`src/logic/reset_cause_pkg.sv`:
```
// Constants, field layouts and enumerations for the reset cause sequencer.
// Assumes one 200 MHz clock and a synchronous active-low power-on reset.
// Function
// - Fourteen configuration bits live in one word; erased reads one, programmed zero.
// - Configuration space is reachable only while programming mode is on.
// - Configuration bits 7, 2 and 1 are unimplemented and read one.
// - Bit 6 low turns program memory read protection on.
// - Bit 5 high makes the pin an active-low reset with pull-up.
// - Bit 4 low enables the power-up delay, high disables it.
// - Bit 3 high enables the watchdog, low disables it.
// - Dip mode 10 detects while running, off in sleep, on after wake.
// - Six reset causes are told apart and reported.
// - Untied registers are unknown at power-on and kept through other resets.
// - Watchdog wake-up resumes without register init; watchdog reset initialises.
// - Each cause except a pin reset while running updates some of the time-out, power-down, power-on and dip flags.
// - Short pulses on the reset pin are filtered out.
// - A watchdog reset never drives the reset pin low.
// - Power-up delay is a fixed 64 ms, only after power-on or dip reset.
// - Internal reset stays asserted while the power-up delay counts.
// - Power-on holds reset until the supply-good indication is seen.
// - A dip resets only when supply-low persists past the minimum dip time.
// - Any reset waits for supply above threshold; power-on and dip resets then take the optional 64 ms.
// - A dip during the delay re-enters dip reset and restarts the delay.
// - The oscillator calibration word survives a bulk erase.
// - Delay starts after power-on ends; oscillator start-up follows the delay.
// - A reset pin held past all time-outs releases execution at once.
// - Power-on flag clears on power-on only; software writes it to one.
// - Dip flag clears on dip reset; software sets it; undefined when disabled.
package reset_cause_pkg;
    localparam logic [13:0] CONFIG_SPACE_LO = 14'h2000;
    localparam logic [13:0] CONFIG_WORD_ADDR = 14'h2007;
    localparam logic [13:0] CALIB_WORD_ADDR = 14'h2008;
    localparam logic [13:0] CONFIG_ERASED = 14'h3fff;
    localparam logic [13:0] CALIB_DEFAULT = 14'h3fff;
    localparam logic [13:0] CONFIG_UNIMPL_MASK = 14'h0086;
    localparam int CFG_DEBUG_BIT = 13;
    localparam int CFG_CLKOUT_BIT = 12;
    localparam int CFG_WRT_LSB = 10;
    localparam int CFG_DIP_LSB = 8;
    localparam int CFG_CP_BIT = 6;
    localparam int CFG_PINFN_BIT = 5;
    localparam int CFG_POWERUP_DELAY_TIMER_BIT = 4;
    localparam int CFG_WDT_BIT = 3;
    localparam int CFG_CLKSRC_BIT = 0;
    localparam logic [1:0] DIP_MODE_ALWAYS = 2'h3;
    localparam logic [1:0] DIP_MODE_AWAKE = 2'h2;
    localparam logic [6:0] STATUS_ADDR = 7'h03;
    localparam logic [8:0] POWER_CONTROL_FLAGS_ADDR = 9'h10f;
    localparam int STATUS_TO_BIT = 4;
    localparam int STATUS_PD_BIT = 3;
    localparam int POWER_CONTROL_FLAGS_POR_BIT = 1;
    localparam int POWER_CONTROL_FLAGS_DIP_BIT = 0;
    localparam logic DIP_FLAG_POWERON = 1'b1;
    localparam int CLOCK_PERIOD_NS = 5;
    localparam int POWERUP_DELAY_TIME_MS = 64;
    localparam int POWERUP_DELAY_CYCLES = POWERUP_DELAY_TIME_MS * 1000000 / CLOCK_PERIOD_NS;
    localparam int PIN_FILTER_TIME_NS = 200;
    localparam int PIN_FILTER_CYCLES = (PIN_FILTER_TIME_NS + CLOCK_PERIOD_NS - 1) / CLOCK_PERIOD_NS;
    localparam int DIP_MIN_TIME_NS = 1000;
    localparam int DIP_MIN_CYCLES = (DIP_MIN_TIME_NS + CLOCK_PERIOD_NS - 1) / CLOCK_PERIOD_NS;
    typedef enum logic [3:0] {
        S_SUPPLY = 4'b0001,
        S_DELAY = 4'b0010,
        S_PIN = 4'b0100,
        S_RUN = 4'b1000
    } seq_state_e;
    typedef enum logic [5:0] {
        CAUSE_POWER_ON = 6'b000001,
        CAUSE_WDT_RUN = 6'b000010,
        CAUSE_WDT_SLEEP = 6'b000100,
        CAUSE_PIN_RUN = 6'b001000,
        CAUSE_PIN_SLEEP = 6'b010000,
        CAUSE_DIP = 6'b100000
    } reset_cause_e;
endpackage

```
`src/logic/config_access_if.sv`:
```
// Programming-port bundle between the sequencer and the configuration store.
// Assumes the single system clock; all signals are synchronous to it.
`timescale 1ns/10ps
interface config_access_if;
    logic prog_mode;
    logic [13:0] addr;
    logic write;
    logic [13:0] wdata;
    logic bulk_erase;
    logic [13:0] rdata;
    logic [13:0] config_word;
    logic [13:0] calib_word;
    modport store (input prog_mode, input addr, input write, input wdata, input bulk_erase,
        output rdata, output config_word, output calib_word);
    modport user (output prog_mode, output addr, output write, output wdata, output bulk_erase,
        input rdata, input config_word, input calib_word);
endinterface

```
`src/logic/persistence_filter.sv`:
```
// Raises held once raw has stayed high for HOLD_CYCLES clocks; drops with raw.
// Assumes raw is already synchronous to clock.
`timescale 1ns/10ps
module persistence_filter #(
    parameter int HOLD_CYCLES = 8
) (
    input wire logic clock,
    input wire logic resetn,
    input wire logic raw,
    output logic held
);
    logic [15:0] count;
    wire count_done = (count >= 16'(HOLD_CYCLES - 1));

    always_ff @(posedge clock)
    begin
        if (!resetn || !raw)
        begin
            count <= 16'h0000;
            held <= 1'b0;
        end
        else
        begin
            if (!count_done)
                count <= count + 16'h0001;
            held <= count_done;
        end
    end

    logic [15:0] run_len;
    always_ff @(posedge clock)
    begin
        if (!resetn || !raw)
            run_len <= 16'h0000;
        else if (run_len != 16'hffff)
            run_len <= run_len + 16'h0001;
    end
endmodule

```
`src/logic/config_store.sv`:
```
// Non-volatile configuration and calibration words behind the programming port.
// Assumes resetn models the first application of power to an erased part.
`timescale 1ns/10ps
module config_store (
    input wire logic clock,
    input wire logic resetn,
    config_access_if.store bus
);
    import reset_cause_pkg::*;
    logic [13:0] config_cells;
    logic [13:0] calib_cells;
    wire in_space = bus.prog_mode && (bus.addr >= CONFIG_SPACE_LO);
    wire hit_config = in_space && (bus.addr == CONFIG_WORD_ADDR);
    wire hit_calib = in_space && (bus.addr == CALIB_WORD_ADDR);
    wire [13:0] config_view = config_cells | CONFIG_UNIMPL_MASK;

    always_ff @(posedge clock)
    begin
        if (!resetn)
        begin
            config_cells <= CONFIG_ERASED;
            calib_cells <= CALIB_DEFAULT;
        end
        else if (bus.prog_mode && bus.bulk_erase)
            config_cells <= CONFIG_ERASED;
        else if (hit_config && bus.write)
            config_cells <= config_cells & bus.wdata;
        else if (hit_calib && bus.write)
            calib_cells <= bus.wdata;
    end

    always_ff @(posedge clock)
    begin
        if (!resetn)
            bus.rdata <= 14'h3fff;
        else if (hit_config)
            bus.rdata <= config_view;
        else if (hit_calib)
            bus.rdata <= calib_cells;
        else
            bus.rdata <= 14'h3fff;
    end

    assign bus.config_word = config_view;
    assign bus.calib_word = calib_cells;
endmodule

```
`src/logic/reset_cause_sequencer.sv`:
```
// On-chip reset controller: power-on, supply dip, reset pin and watchdog causes,
// power-up delay and the reset-cause flags. Assumes all inputs are synchronous
// to clock and that resetn is the power-on pulse, released once power appears.
`timescale 1ns/10ps
module reset_cause_sequencer #(
    parameter int POWERUP_DELAY = reset_cause_pkg::POWERUP_DELAY_CYCLES
) (
    input wire logic clock,
    input wire logic resetn,
    input wire logic supply_good,
    input wire logic supply_low,
    input wire logic external_reset_pin_n,
    input wire logic watchdog_timeout,
    input wire logic sleeping,
    input wire logic [8:0] reg_addr,
    input wire logic reg_write,
    input wire logic [7:0] reg_wdata,
    output logic [7:0] reg_rdata,
    input wire logic prog_mode,
    input wire logic [13:0] prog_addr,
    input wire logic prog_write,
    input wire logic [13:0] prog_wdata,
    input wire logic prog_bulk_erase,
    output logic [13:0] prog_rdata,
    output logic chip_reset,
    output logic wake_resume,
    output logic oscillator_startup_start,
    output reset_cause_pkg::reset_cause_e last_cause,
    output logic timeout_flag_n,
    output logic powerdown_flag_n,
    output logic poweron_flag_n,
    output logic supply_dip_flag_n,
    output logic supply_dip_detect_enable,
    output logic watchdog_enable_bit,
    output logic code_read_protect,
    output logic reset_pin_function_select,
    output logic reset_pin_pullup_enable,
    output logic debugger_enable,
    output logic clock_out_pin_select,
    output logic [1:0] flash_write_protect_range,
    output logic clock_source_select,
    output logic [13:0] calibration_word
);
    import reset_cause_pkg::*;

    config_access_if cfg_bus ();
    assign cfg_bus.prog_mode = prog_mode;
    assign cfg_bus.addr = prog_addr;
    assign cfg_bus.write = prog_write;
    assign cfg_bus.wdata = prog_wdata;
    assign cfg_bus.bulk_erase = prog_bulk_erase;

    config_store store (
        .clock(clock),
        .resetn(resetn),
        .bus(cfg_bus)
    );

    wire [13:0] cfg = cfg_bus.config_word;
    wire [1:0] dip_mode = cfg[CFG_DIP_LSB +: 2];
    wire delay_enabled = !cfg[CFG_POWERUP_DELAY_TIMER_BIT];
    wire pin_is_reset = cfg[CFG_PINFN_BIT];
    wire wdt_enabled = cfg[CFG_WDT_BIT];

    // Mode 10 drops detection in sleep to save current; 01 and 00 leave it off
    wire dip_enabled = (dip_mode == DIP_MODE_ALWAYS) || ((dip_mode == DIP_MODE_AWAKE) && !sleeping);

    // The pin is only ever read; a watchdog reset stays internal
    wire pin_raw_low = pin_is_reset && !external_reset_pin_n;
    logic pin_held_low;
    persistence_filter #(
        .HOLD_CYCLES(PIN_FILTER_CYCLES)
    ) pin_filter (
        .clock(clock),
        .resetn(resetn),
        .raw(pin_raw_low),
        .held(pin_held_low)
    );

    logic dip_held;
    persistence_filter #(
        .HOLD_CYCLES(DIP_MIN_CYCLES)
    ) dip_filter (
        .clock(clock),
        .resetn(resetn),
        .raw(supply_low && dip_enabled),
        .held(dip_held)
    );

    seq_state_e state;
    seq_state_e next_state;
    logic delay_pending;
    logic [23:0] delay_count;
    logic sleep_at_reset;

    wire dip_event = dip_held;
    wire supply_ready = supply_good && !(dip_enabled && supply_low);
    wire delay_done = (delay_count >= 24'(POWERUP_DELAY - 1));
    wire wdt_fire = wdt_enabled && watchdog_timeout;
    wire run_wdt_reset = (state == S_RUN) && !dip_event && wdt_fire && !sleeping;
    wire run_wdt_wake = (state == S_RUN) && !dip_event && wdt_fire && sleeping;
    wire run_pin_reset = (state == S_RUN) && !dip_event && !wdt_fire && pin_held_low;
    wire take_dip = dip_event && (state != S_SUPPLY);
    wire leave_delay = (state == S_DELAY) && !dip_event && delay_done;

    always_comb
    begin
        next_state = state;
        case (state)
            S_SUPPLY:
            begin
                if (supply_ready)
                begin
                    if (delay_pending && delay_enabled)
                        next_state = S_DELAY;
                    else if (pin_held_low)
                        next_state = S_PIN;
                    else
                        next_state = S_RUN;
                end
            end
            S_DELAY:
            begin
                if (dip_event)
                    next_state = S_SUPPLY;
                else if (delay_done)
                    next_state = pin_held_low ? S_PIN : S_RUN;
            end
            S_PIN:
            begin
                if (dip_event)
                    next_state = S_SUPPLY;
                else if (!pin_held_low && supply_ready)
                    next_state = S_RUN;
            end
            S_RUN:
            begin
                if (dip_event || run_wdt_reset)
                    next_state = S_SUPPLY;
                else if (run_pin_reset)
                    next_state = S_PIN;
            end
            default: next_state = S_SUPPLY;
        endcase
    end

    always_ff @(posedge clock)
    begin
        if (!resetn)
            state <= S_SUPPLY;
        else
            state <= next_state;
    end

    // The delay restarts from zero whenever it is entered again
    always_ff @(posedge clock)
    begin
        if (!resetn || state != S_DELAY)
            delay_count <= 24'h000000;
        else if (!delay_done)
            delay_count <= delay_count + 24'h000001;
    end

    always_ff @(posedge clock)
    begin
        if (!resetn)
            delay_pending <= 1'b1;
        else if (take_dip)
            delay_pending <= 1'b1;
        else if (run_wdt_reset || state == S_DELAY)
            delay_pending <= 1'b0;
    end

    always_ff @(posedge clock)
    begin
        if (!resetn)
        begin
            chip_reset <= 1'b1;
            wake_resume <= 1'b0;
            oscillator_startup_start <= 1'b0;
            sleep_at_reset <= 1'b0;
        end
        else
        begin
            chip_reset <= (next_state != S_RUN);
            wake_resume <= run_wdt_wake;
            oscillator_startup_start <= leave_delay;
            sleep_at_reset <= sleeping;
        end
    end

    always_ff @(posedge clock)
    begin
        if (!resetn)
            last_cause <= CAUSE_POWER_ON;
        else if (take_dip)
            last_cause <= CAUSE_DIP;
        else if (run_wdt_reset)
            last_cause <= CAUSE_WDT_RUN;
        else if (run_wdt_wake)
            last_cause <= CAUSE_WDT_SLEEP;
        else if (run_pin_reset)
            last_cause <= sleeping ? CAUSE_PIN_SLEEP : CAUSE_PIN_RUN;
    end

    // Flag writes from software lose to a hardware update in the same cycle
    wire status_sel = reg_write && (reg_addr[6:0] == STATUS_ADDR);
    wire power_control_flags_sel = reg_write && (reg_addr == POWER_CONTROL_FLAGS_ADDR);

    always_ff @(posedge clock)
    begin
        if (!resetn)
        begin
            timeout_flag_n <= 1'b1;
            powerdown_flag_n <= 1'b1;
        end
        else if (take_dip)
        begin
            timeout_flag_n <= 1'b1;
            powerdown_flag_n <= 1'b1;
        end
        else if (run_wdt_reset)
            timeout_flag_n <= 1'b0;
        else if (run_wdt_wake)
        begin
            timeout_flag_n <= 1'b0;
            powerdown_flag_n <= 1'b0;
        end
        else if (run_pin_reset && sleeping)
        begin
            timeout_flag_n <= 1'b1;
            powerdown_flag_n <= 1'b0;
        end
        else if (status_sel && !run_pin_reset)
        begin
            timeout_flag_n <= reg_wdata[STATUS_TO_BIT];
            powerdown_flag_n <= reg_wdata[STATUS_PD_BIT];
        end
    end

    always_ff @(posedge clock)
    begin
        if (!resetn)
        begin
            poweron_flag_n <= 1'b0;
            supply_dip_flag_n <= DIP_FLAG_POWERON;
        end
        else if (take_dip)
            supply_dip_flag_n <= 1'b0;
        else if (power_control_flags_sel)
        begin
            poweron_flag_n <= reg_wdata[POWER_CONTROL_FLAGS_POR_BIT];
            supply_dip_flag_n <= reg_wdata[POWER_CONTROL_FLAGS_DIP_BIT];
        end
    end

    wire [7:0] status_view = {3'h0, timeout_flag_n, powerdown_flag_n, 3'h0};
    wire [7:0] power_control_flags_view = {6'h00, poweron_flag_n, supply_dip_flag_n};
    wire [7:0] read_mux = (reg_addr[6:0] == STATUS_ADDR) ? status_view
        : (reg_addr == POWER_CONTROL_FLAGS_ADDR) ? power_control_flags_view : 8'h00;

    always_ff @(posedge clock)
    begin
        if (!resetn)
        begin
            reg_rdata <= 8'h00;
            prog_rdata <= 14'h3fff;
            calibration_word <= CALIB_DEFAULT;
        end
        else
        begin
            reg_rdata <= read_mux;
            prog_rdata <= cfg_bus.rdata;
            calibration_word <= cfg_bus.calib_word;
        end
    end

    always_ff @(posedge clock)
    begin
        if (!resetn)
        begin
            supply_dip_detect_enable <= 1'b0;
            watchdog_enable_bit <= 1'b0;
            code_read_protect <= 1'b0;
            reset_pin_function_select <= 1'b1;
            reset_pin_pullup_enable <= 1'b1;
            debugger_enable <= 1'b0;
            clock_out_pin_select <= 1'b1;
            flash_write_protect_range <= 2'h3;
            clock_source_select <= 1'b1;
        end
        else
        begin
            supply_dip_detect_enable <= dip_enabled;
            watchdog_enable_bit <= wdt_enabled;
            code_read_protect <= !cfg[CFG_CP_BIT];
            reset_pin_function_select <= pin_is_reset;
            reset_pin_pullup_enable <= pin_is_reset;
            debugger_enable <= !cfg[CFG_DEBUG_BIT];
            clock_out_pin_select <= cfg[CFG_CLKOUT_BIT];
            flash_write_protect_range <= cfg[CFG_WRT_LSB +: 2];
            clock_source_select <= cfg[CFG_CLKSRC_BIT];
        end
    end
endmodule

```
`config.mk`:
```
export PLATFORM = sky130hd
export DESIGN_NAME = reset_cause_sequencer
export DESIGN_NICKNAME = d
export VERILOG_FILES = /design/src/logic/reset_cause_pkg.sv /design/src/logic/config_access_if.sv /design/src/logic/persistence_filter.sv /design/src/logic/config_store.sv /design/src/logic/reset_cause_sequencer.sv
export SDC_FILE = /design/constraint.sdc
export NUM_CORES = 1
export LEC_CHECK = 0
export ABC_CLOCK_PERIOD_IN_PS = 2400
export BUFFER_PORTS_ARGS = -buffer_cell sky130_fd_sc_hd__buf_4
export CAP_MARGIN = 10
export CORE_ASPECT_RATIO = 0.8
export CORE_MARGIN = 8
export CORE_UTILIZATION = 57
export CTS_BUF_LIST = sky130_fd_sc_hd__clkbuf_2 sky130_fd_sc_hd__clkbuf_4 sky130_fd_sc_hd__clkbuf_8
export CTS_CLUSTER_SIZE = 20
export DETAILED_ROUTE_END_ITERATION = 8
export PLACE_DENSITY_LB_ADDON = 0.12
export REMOVE_ABC_BUFFERS = 1
export SYNTH_ARGS = -nofsm -noshare
export SYNTH_HDL_FRONTEND = slang
export SYNTH_SLANG_ARGS = --single-unit
export TNS_END_PERCENT = 20
```
`constraint.sdc`:
```
create_clock -name clock -period 2.4 [get_ports clock]
set_clock_uncertainty 0.05 [all_clocks]
set_input_delay 0.12 -clock clock [delete_from_list [all_inputs] [get_ports clock]]
set_output_delay 0.12 -clock clock [all_outputs]
set_load 0.01 [all_outputs]
```
* Word level (Yosys, flattened, before mapping)
Cells that the tools add are included.
Word-level totals: bits in registers 163, logic and storage cells 151, output and inout port bits 59
Operators by class: reductions and logical operators 60, bitwise logic cells 8, muxes and demuxes 28, $lt $le $gt $ge 4, equality and inequality tests 13, add/sub/neg operators 3
Operators with widths (count):
- $mux 4 | 9
- $add 16x1->16 const B | 2
- $eq 14x14->1 const B | 2
- $mux 14 | 2
- $logic_and 1x1->1 | 26
- $add 24x1->24 const B | 1
- $ge 24x24->1 const B | 1
- $mux 6 | 4
- $ge 16x6->1 const B | 1
- $ge 16x8->1 const B | 1
- $pmux 4 s4 | 1
- $and 14x14->14 | 1
- $ge 14x14->1 const B | 1
- $logic_not 1->1 | 12
- $mux 5 | 2
- $eq 9x9->1 const B | 1
- $mux 1 | 9
- $reduce_or 3->1 | 3
- $reduce_bool 4->1 | 2
- $eq 7x2->1 const B | 1
- $not 1->1 | 7
- $logic_or 1x1->1 | 6
- $reduce_bool 3->1 | 2
- $reduce_or 2->1 | 3
- 13 further kinds | 16

* Longest topological paths before layout
depth in word-level cells 11, mapped depth 8, mapped depth without buffers 6

* Modules after synthesis
A second synthesis with hierarchy kept.
Unflattened totals: cell total of the unflattened synthesis 632, area, all modules 6148.4 um2
Modules (own cells, without submodules):
- reset_cause_sequencer | times used 1, cells an instance 361, area each 3419.5 um2
- config_store | times used 1, cells an instance 148, area each 1480.2 um2
- persistence_filter at dip_filter | times used 1, cells an instance 65, area each 648.1 um2
- persistence_filter at pin_filter | times used 1, cells an instance 58, area each 600.6 um2

* Worst setup path before layout
Ideal clock, no wire load.
kind register to register, start point register delay_count[0], end point register chip_reset, setup time 0.114 ns, stages on the path, launching flop included 7, period minus slack after synthesis 2.175 ns, setup slack 0.225 ns, required time 2.236 ns, arrival 2.011 ns, cells stage by stage dfxtp_1 -> ha_1 -> nand3_1 -> o31ai_2 -> a21oi_1 -> or4_1 -> a21o_1
Between the ends: word-level cells in the longest chain between the ends 5
Ends and longest elaborated chain:
- start: declaration | RTL line reset_cause_sequencer.sv:93 | logic [23:0] delay_count;
- start signal: assignment | RTL line reset_cause_sequencer.sv:161 | delay_count <= delay_count + 24'h000001;
- $ge 24x24->1 | RTL line reset_cause_sequencer.sv:98 | wire delay_done = (delay_count >= 24'(POWERUP_DELAY - 1));
- $mux 4 | RTL line reset_cause_sequencer.sv:126 | else if (delay_done)
- $mux 4 | RTL line reset_cause_sequencer.sv:124 | if (dip_event)
- $pmux 4 s4 | RTL line reset_cause_sequencer.sv:109 | case (state)
- $ne 4x4->1 | RTL line reset_cause_sequencer.sv:185 | chip_reset <= (next_state != S_RUN);
- end signal: assignment | RTL line reset_cause_sequencer.sv:185
- end: declaration | RTL line reset_cause_sequencer.sv:25 | output logic chip_reset,
No other way between the ends. A chain may end at the register's enable or synchronous reset.

* Worst setup path in the final report
start point input port prog_addr[5], end point register store.calib_cells[1] (netlist: store.bus.calib_word[1])
Between the ends: word-level cells in the longest chain between the ends 6, elaborated cells on any way between the ends 10, those cells by class order compare (1); eq/ne (2); bitwise (1); reduce/logical (6)
Ends and longest elaborated chain:
- start: declaration | RTL line reset_cause_sequencer.sv:20 | input wire logic [13:0] prog_addr,
- $ge 14x14->1 | RTL line config_store.sv:12 | wire in_space = bus.prog_mode && (bus.addr >= CONFIG_SPACE_LO);
- $logic_and 1x1->1 | RTL line config_store.sv:12
- $logic_and 1x1->1 | RTL line config_store.sv:13 | wire hit_config = in_space && (bus.addr == CONFIG_WORD_ADDR);
- $logic_and 1x1->1 | RTL line config_store.sv:26 | else if (hit_config && bus.write)
- $not 1->1 (no line)
- $reduce_and 3->1 (no line) *
- end signal: assignment | RTL line config_store.sv:29 | calib_cells <= bus.wdata;
- end: declaration | RTL line config_store.sv:11 | logic [13:0] calib_cells;
Every way passes the cells marked *; elsewhere a longest branch is shown, timed or not.

==> metrics.cfg <==
[run_status]
outcome = completed

[setup_path]
critPathLaunchType = input port
worstPathRequired_ns = 2.68
max_stage_delay_ns = 0.62
regToRegSetupSlack_ns = 0.27
cp_max_fo = 14
cp_num_cells = 7
cp.arrival_ns = 2.64
critical_path_buf_inv_count = 2
ff2ff_path_depth = 6
end_kind = flip-flop
cp_top_family = simple AND/OR/NAND/NOR gates
cp_common_cell = or4_4
crit_path_top_delay_cell = dlygate4sd3_1
crit_chain = buf_4 > or4_4 > or4_4 > or2_2 > nand2_1 > nand3_1 > dlygate4sd3_1
worstSetupPathType = in2reg

[die]
initial_core_util_pct = 57.4
dieWidth_um = 129
die_height_um = 106
num_io_pins = 115
rows = 33
die_area_um2 = 13600
core_area_um2 = 10100

[power_and_ir_drop]
p_sw_w = 0.00106
power_frac_seq_pct = 53.6
p_int_w = 0.00379
pwr-share-comb_pct = 4.0
max-vdd-ir-drop_v = 0.000550
p_per_area_nw_per_um2 = 656
swShare_pct = 21.9
leakagePower_nw = 2.90
fin_total_pwr_w = 0.00485
clkPwrFrac_pct = 42.4

[synthesis]
synth_edf_count = 0
syn_avg_cell_area_um2 = 9.29
syn_area_um2 = 5780
yosys.area.top_type = dfxtp_1
synth_area_leaders = dfxtp_1, nand2_1, nand2b_1
synth_flop_cell = dfxtp_1
yosysSeqAreaShare_pct = 54.0
yosysWarnings = 0
ys_types = 60
synth_top_area_share_pct = 54.0
async_reset_ff_share_pct = 0
synthCells = 622
ys_ff_latch = 156

[min_path]
whs_path_depth = 4
hold_class = in2reg

[timing]
finalSetupViolCount = 0
finalCritPeriodShare_pct = 98.3
fmax_ghz = 0.424
slew_viol_final = 0
slew_headroom_pct = 51.4
period_minus_slack_ns = 2.36
hold_viol = 0
rsz0062_at_grt = no
worst_slew_pin_slew_ns = 0.726

[finish]
diodes = 0
regArea_um2 = 3120
nNetsFinal = 816
drive_above_1_share_pct = 21.7
final_cell_area_um2 = 7390
fillerInstances = 777
fin_cells = 910
multiInputGateArea_um2 = 2470
syn2layout_area_growth_pct = 27.9

[route]
drt-total-wl_um = 13500
drc = 0
routed-via-count = 4850
antenna_left = 0
drtPass1Iterations = 6
detail_route.vias_per_cell = 5.33
wl_per_cell_um = 14.8
drt-initial-drc-count = 318

[placement]
portBuffers = 106
globalplace.congestion = 0.805
dpl_cell_area_um2 = 6710
dp_cells = 852
hpwlAfterDp_um = 9210

[global_route]
overflow = 0
grt_pass1_wl_um = 22300
antenna_found_initial = 0
grt_pass1_vias = 4809
grt_max_degree = 41
groute.usage.overall_pct = 20.0

[clock_tree]
clockBufferDepth = 2
root_buffer = clkbuf_8
cts-buffers-inserted = 17
clk_pin_slew_ns = 0.09
clock_sinks = 156
postCtsSetupBuffers = 0
cts_tree = built
htree_levels = 4
clock_latency_ns = 0.44

[run]
drv_cap = 0

## synth_stat cells, drive strengths merged, types with 2 or more instances
master   instances
nor3            10
nor4b            5
a41o             2
o21ai           20
nor2b            4
o211ai           2
nand4           10
a2111oi          2
a31oi            6
o2111ai          2
inv              9
nor2            59
a21oi           11
ha               3
and3            11
buf             10
nand2b          36
or4              4
or3              3
dfxtp          156
mux2i            4
clkbuf          23
a22oi            4
or4b             3
and4             6
or2              7
nand2           83
and2            23
a31o             4
o22ai           11
xnor2           22
a211oi           9
nand3           27
xor2             5
nor4             8
## power by group through the flow
stage               clock (W)  sequential (W)  combinational [W]
finish                0.00206         0.00260           0.000194
floorplan                   0         0.00266          0.0000489
global placement            0         0.00266           0.000158
global route          0.00220         0.00260           0.000210
CTS                   0.00209         0.00260           0.000192
detailed placement          0         0.00266           0.000163
## through the flow
stage	setup slack (ns)	hold WS, ns	utilization, %	TNS [ns]
after floorplan	-0.265	0.132	-	-0.442
after global placement	0.229	0.287	66.6	0
after detailed placement	0.198	0.287	66.6	0
after CTS	0.137	0.0154	73.4	0
after global routing	0.0294	0.0525	73.4	0
final	0.0396	0.0462	73.4	0
## per-layer routing
layer / GRT usage (%) / up-vias / wire, um
li1: - / 2404 / -
met1: 23.9 / 2266 / 5820
met2: 33.1 / 157 / 6500
met3: 5.85 / 23 / 910
met4: 8.54 / 0 / 244
met5: 0 / - / 0
## tightest hold or removal path: cells and delay by family
family        cells  cell delay [ns]
buf+inv           1             0.12
mux               1             0.08
simple gates      2             0.18
## state kept, by name, indices dropped and copies added, names as in the netlist, 2 cells and up
signal,flops
dip_filter.count,16
delay_count,24
reg_rdata,4
prog_rdata,14
last_cause,6
calibration_word,14
flash_write_protect_range,2
store.bus.calib_word,14
pin_filter.count,16
store.bus.rdata,14
store.config_cells,11
state,4
## what timing repair did
action                     CTS  global route
hold endpoints to repair    53             0
hold buffers                26             0
gates resized for setup      0             1
setup endpoints to repair    0             1
## worst paths after layout
path,to,startpoint
worst max-delay path,store.bus.calib_word[1],prog_addr[5]
worst max register to register,dip_filter.count[5],dip_filter.count[0]
worst min register to register,prog_rdata[3],store.bus.rdata[3]
worst min-delay path,poweron_flag_n,reg_write
## area by class of cell
class	count	share of cell area, %
clock inverters	12	2.22
clock buffers	20	3.55
flip-flops and latches	156	42.2
well taps	140	2.37
inverters	9	0.457
multi-input cells	427	33.5
repair buffers	146	15.7
## cell usage in the layout, fill, tap and decap left out, drive strengths merged, types with 11 or more instances in the layout
| cell type | synthesis | routed |
|---|---|---|
| dfxtp | 156 | 156 |
| buf | 10 | 120 |
| nand2 | 83 | 83 |
| nor2 | 59 | 59 |
| nand2b | 36 | 36 |
| nand3 | 27 | 27 |
| dlygate4sd3 | 0 | 26 |
| and2 | 23 | 23 |
| xnor2 | 22 | 22 |
| o21ai | 20 | 20 |
| clkbuf | 23 | 20 |
| and3 | 11 | 11 |
| a21oi | 11 | 11 |
| o22ai | 11 | 11 |
| inv | 9 | 11 |
## kinds of logic (layout without fill, tap and decap cells)
kind of cell    count (synthesis)  count (layout)  synth area share, %
compound gates                 82              82                 9.48
xor+xnor                       27              27                 4.09
fa+ha+maj                       3               3                0.649
buf+inv                        42             187                 3.35
flops                         156             156                 54.0
mux                             5               5                0.887
other cells                     1               4               0.0649
simple gates                  306             306                 27.4
No activity file was read; power rests on OpenSTA's default activity.
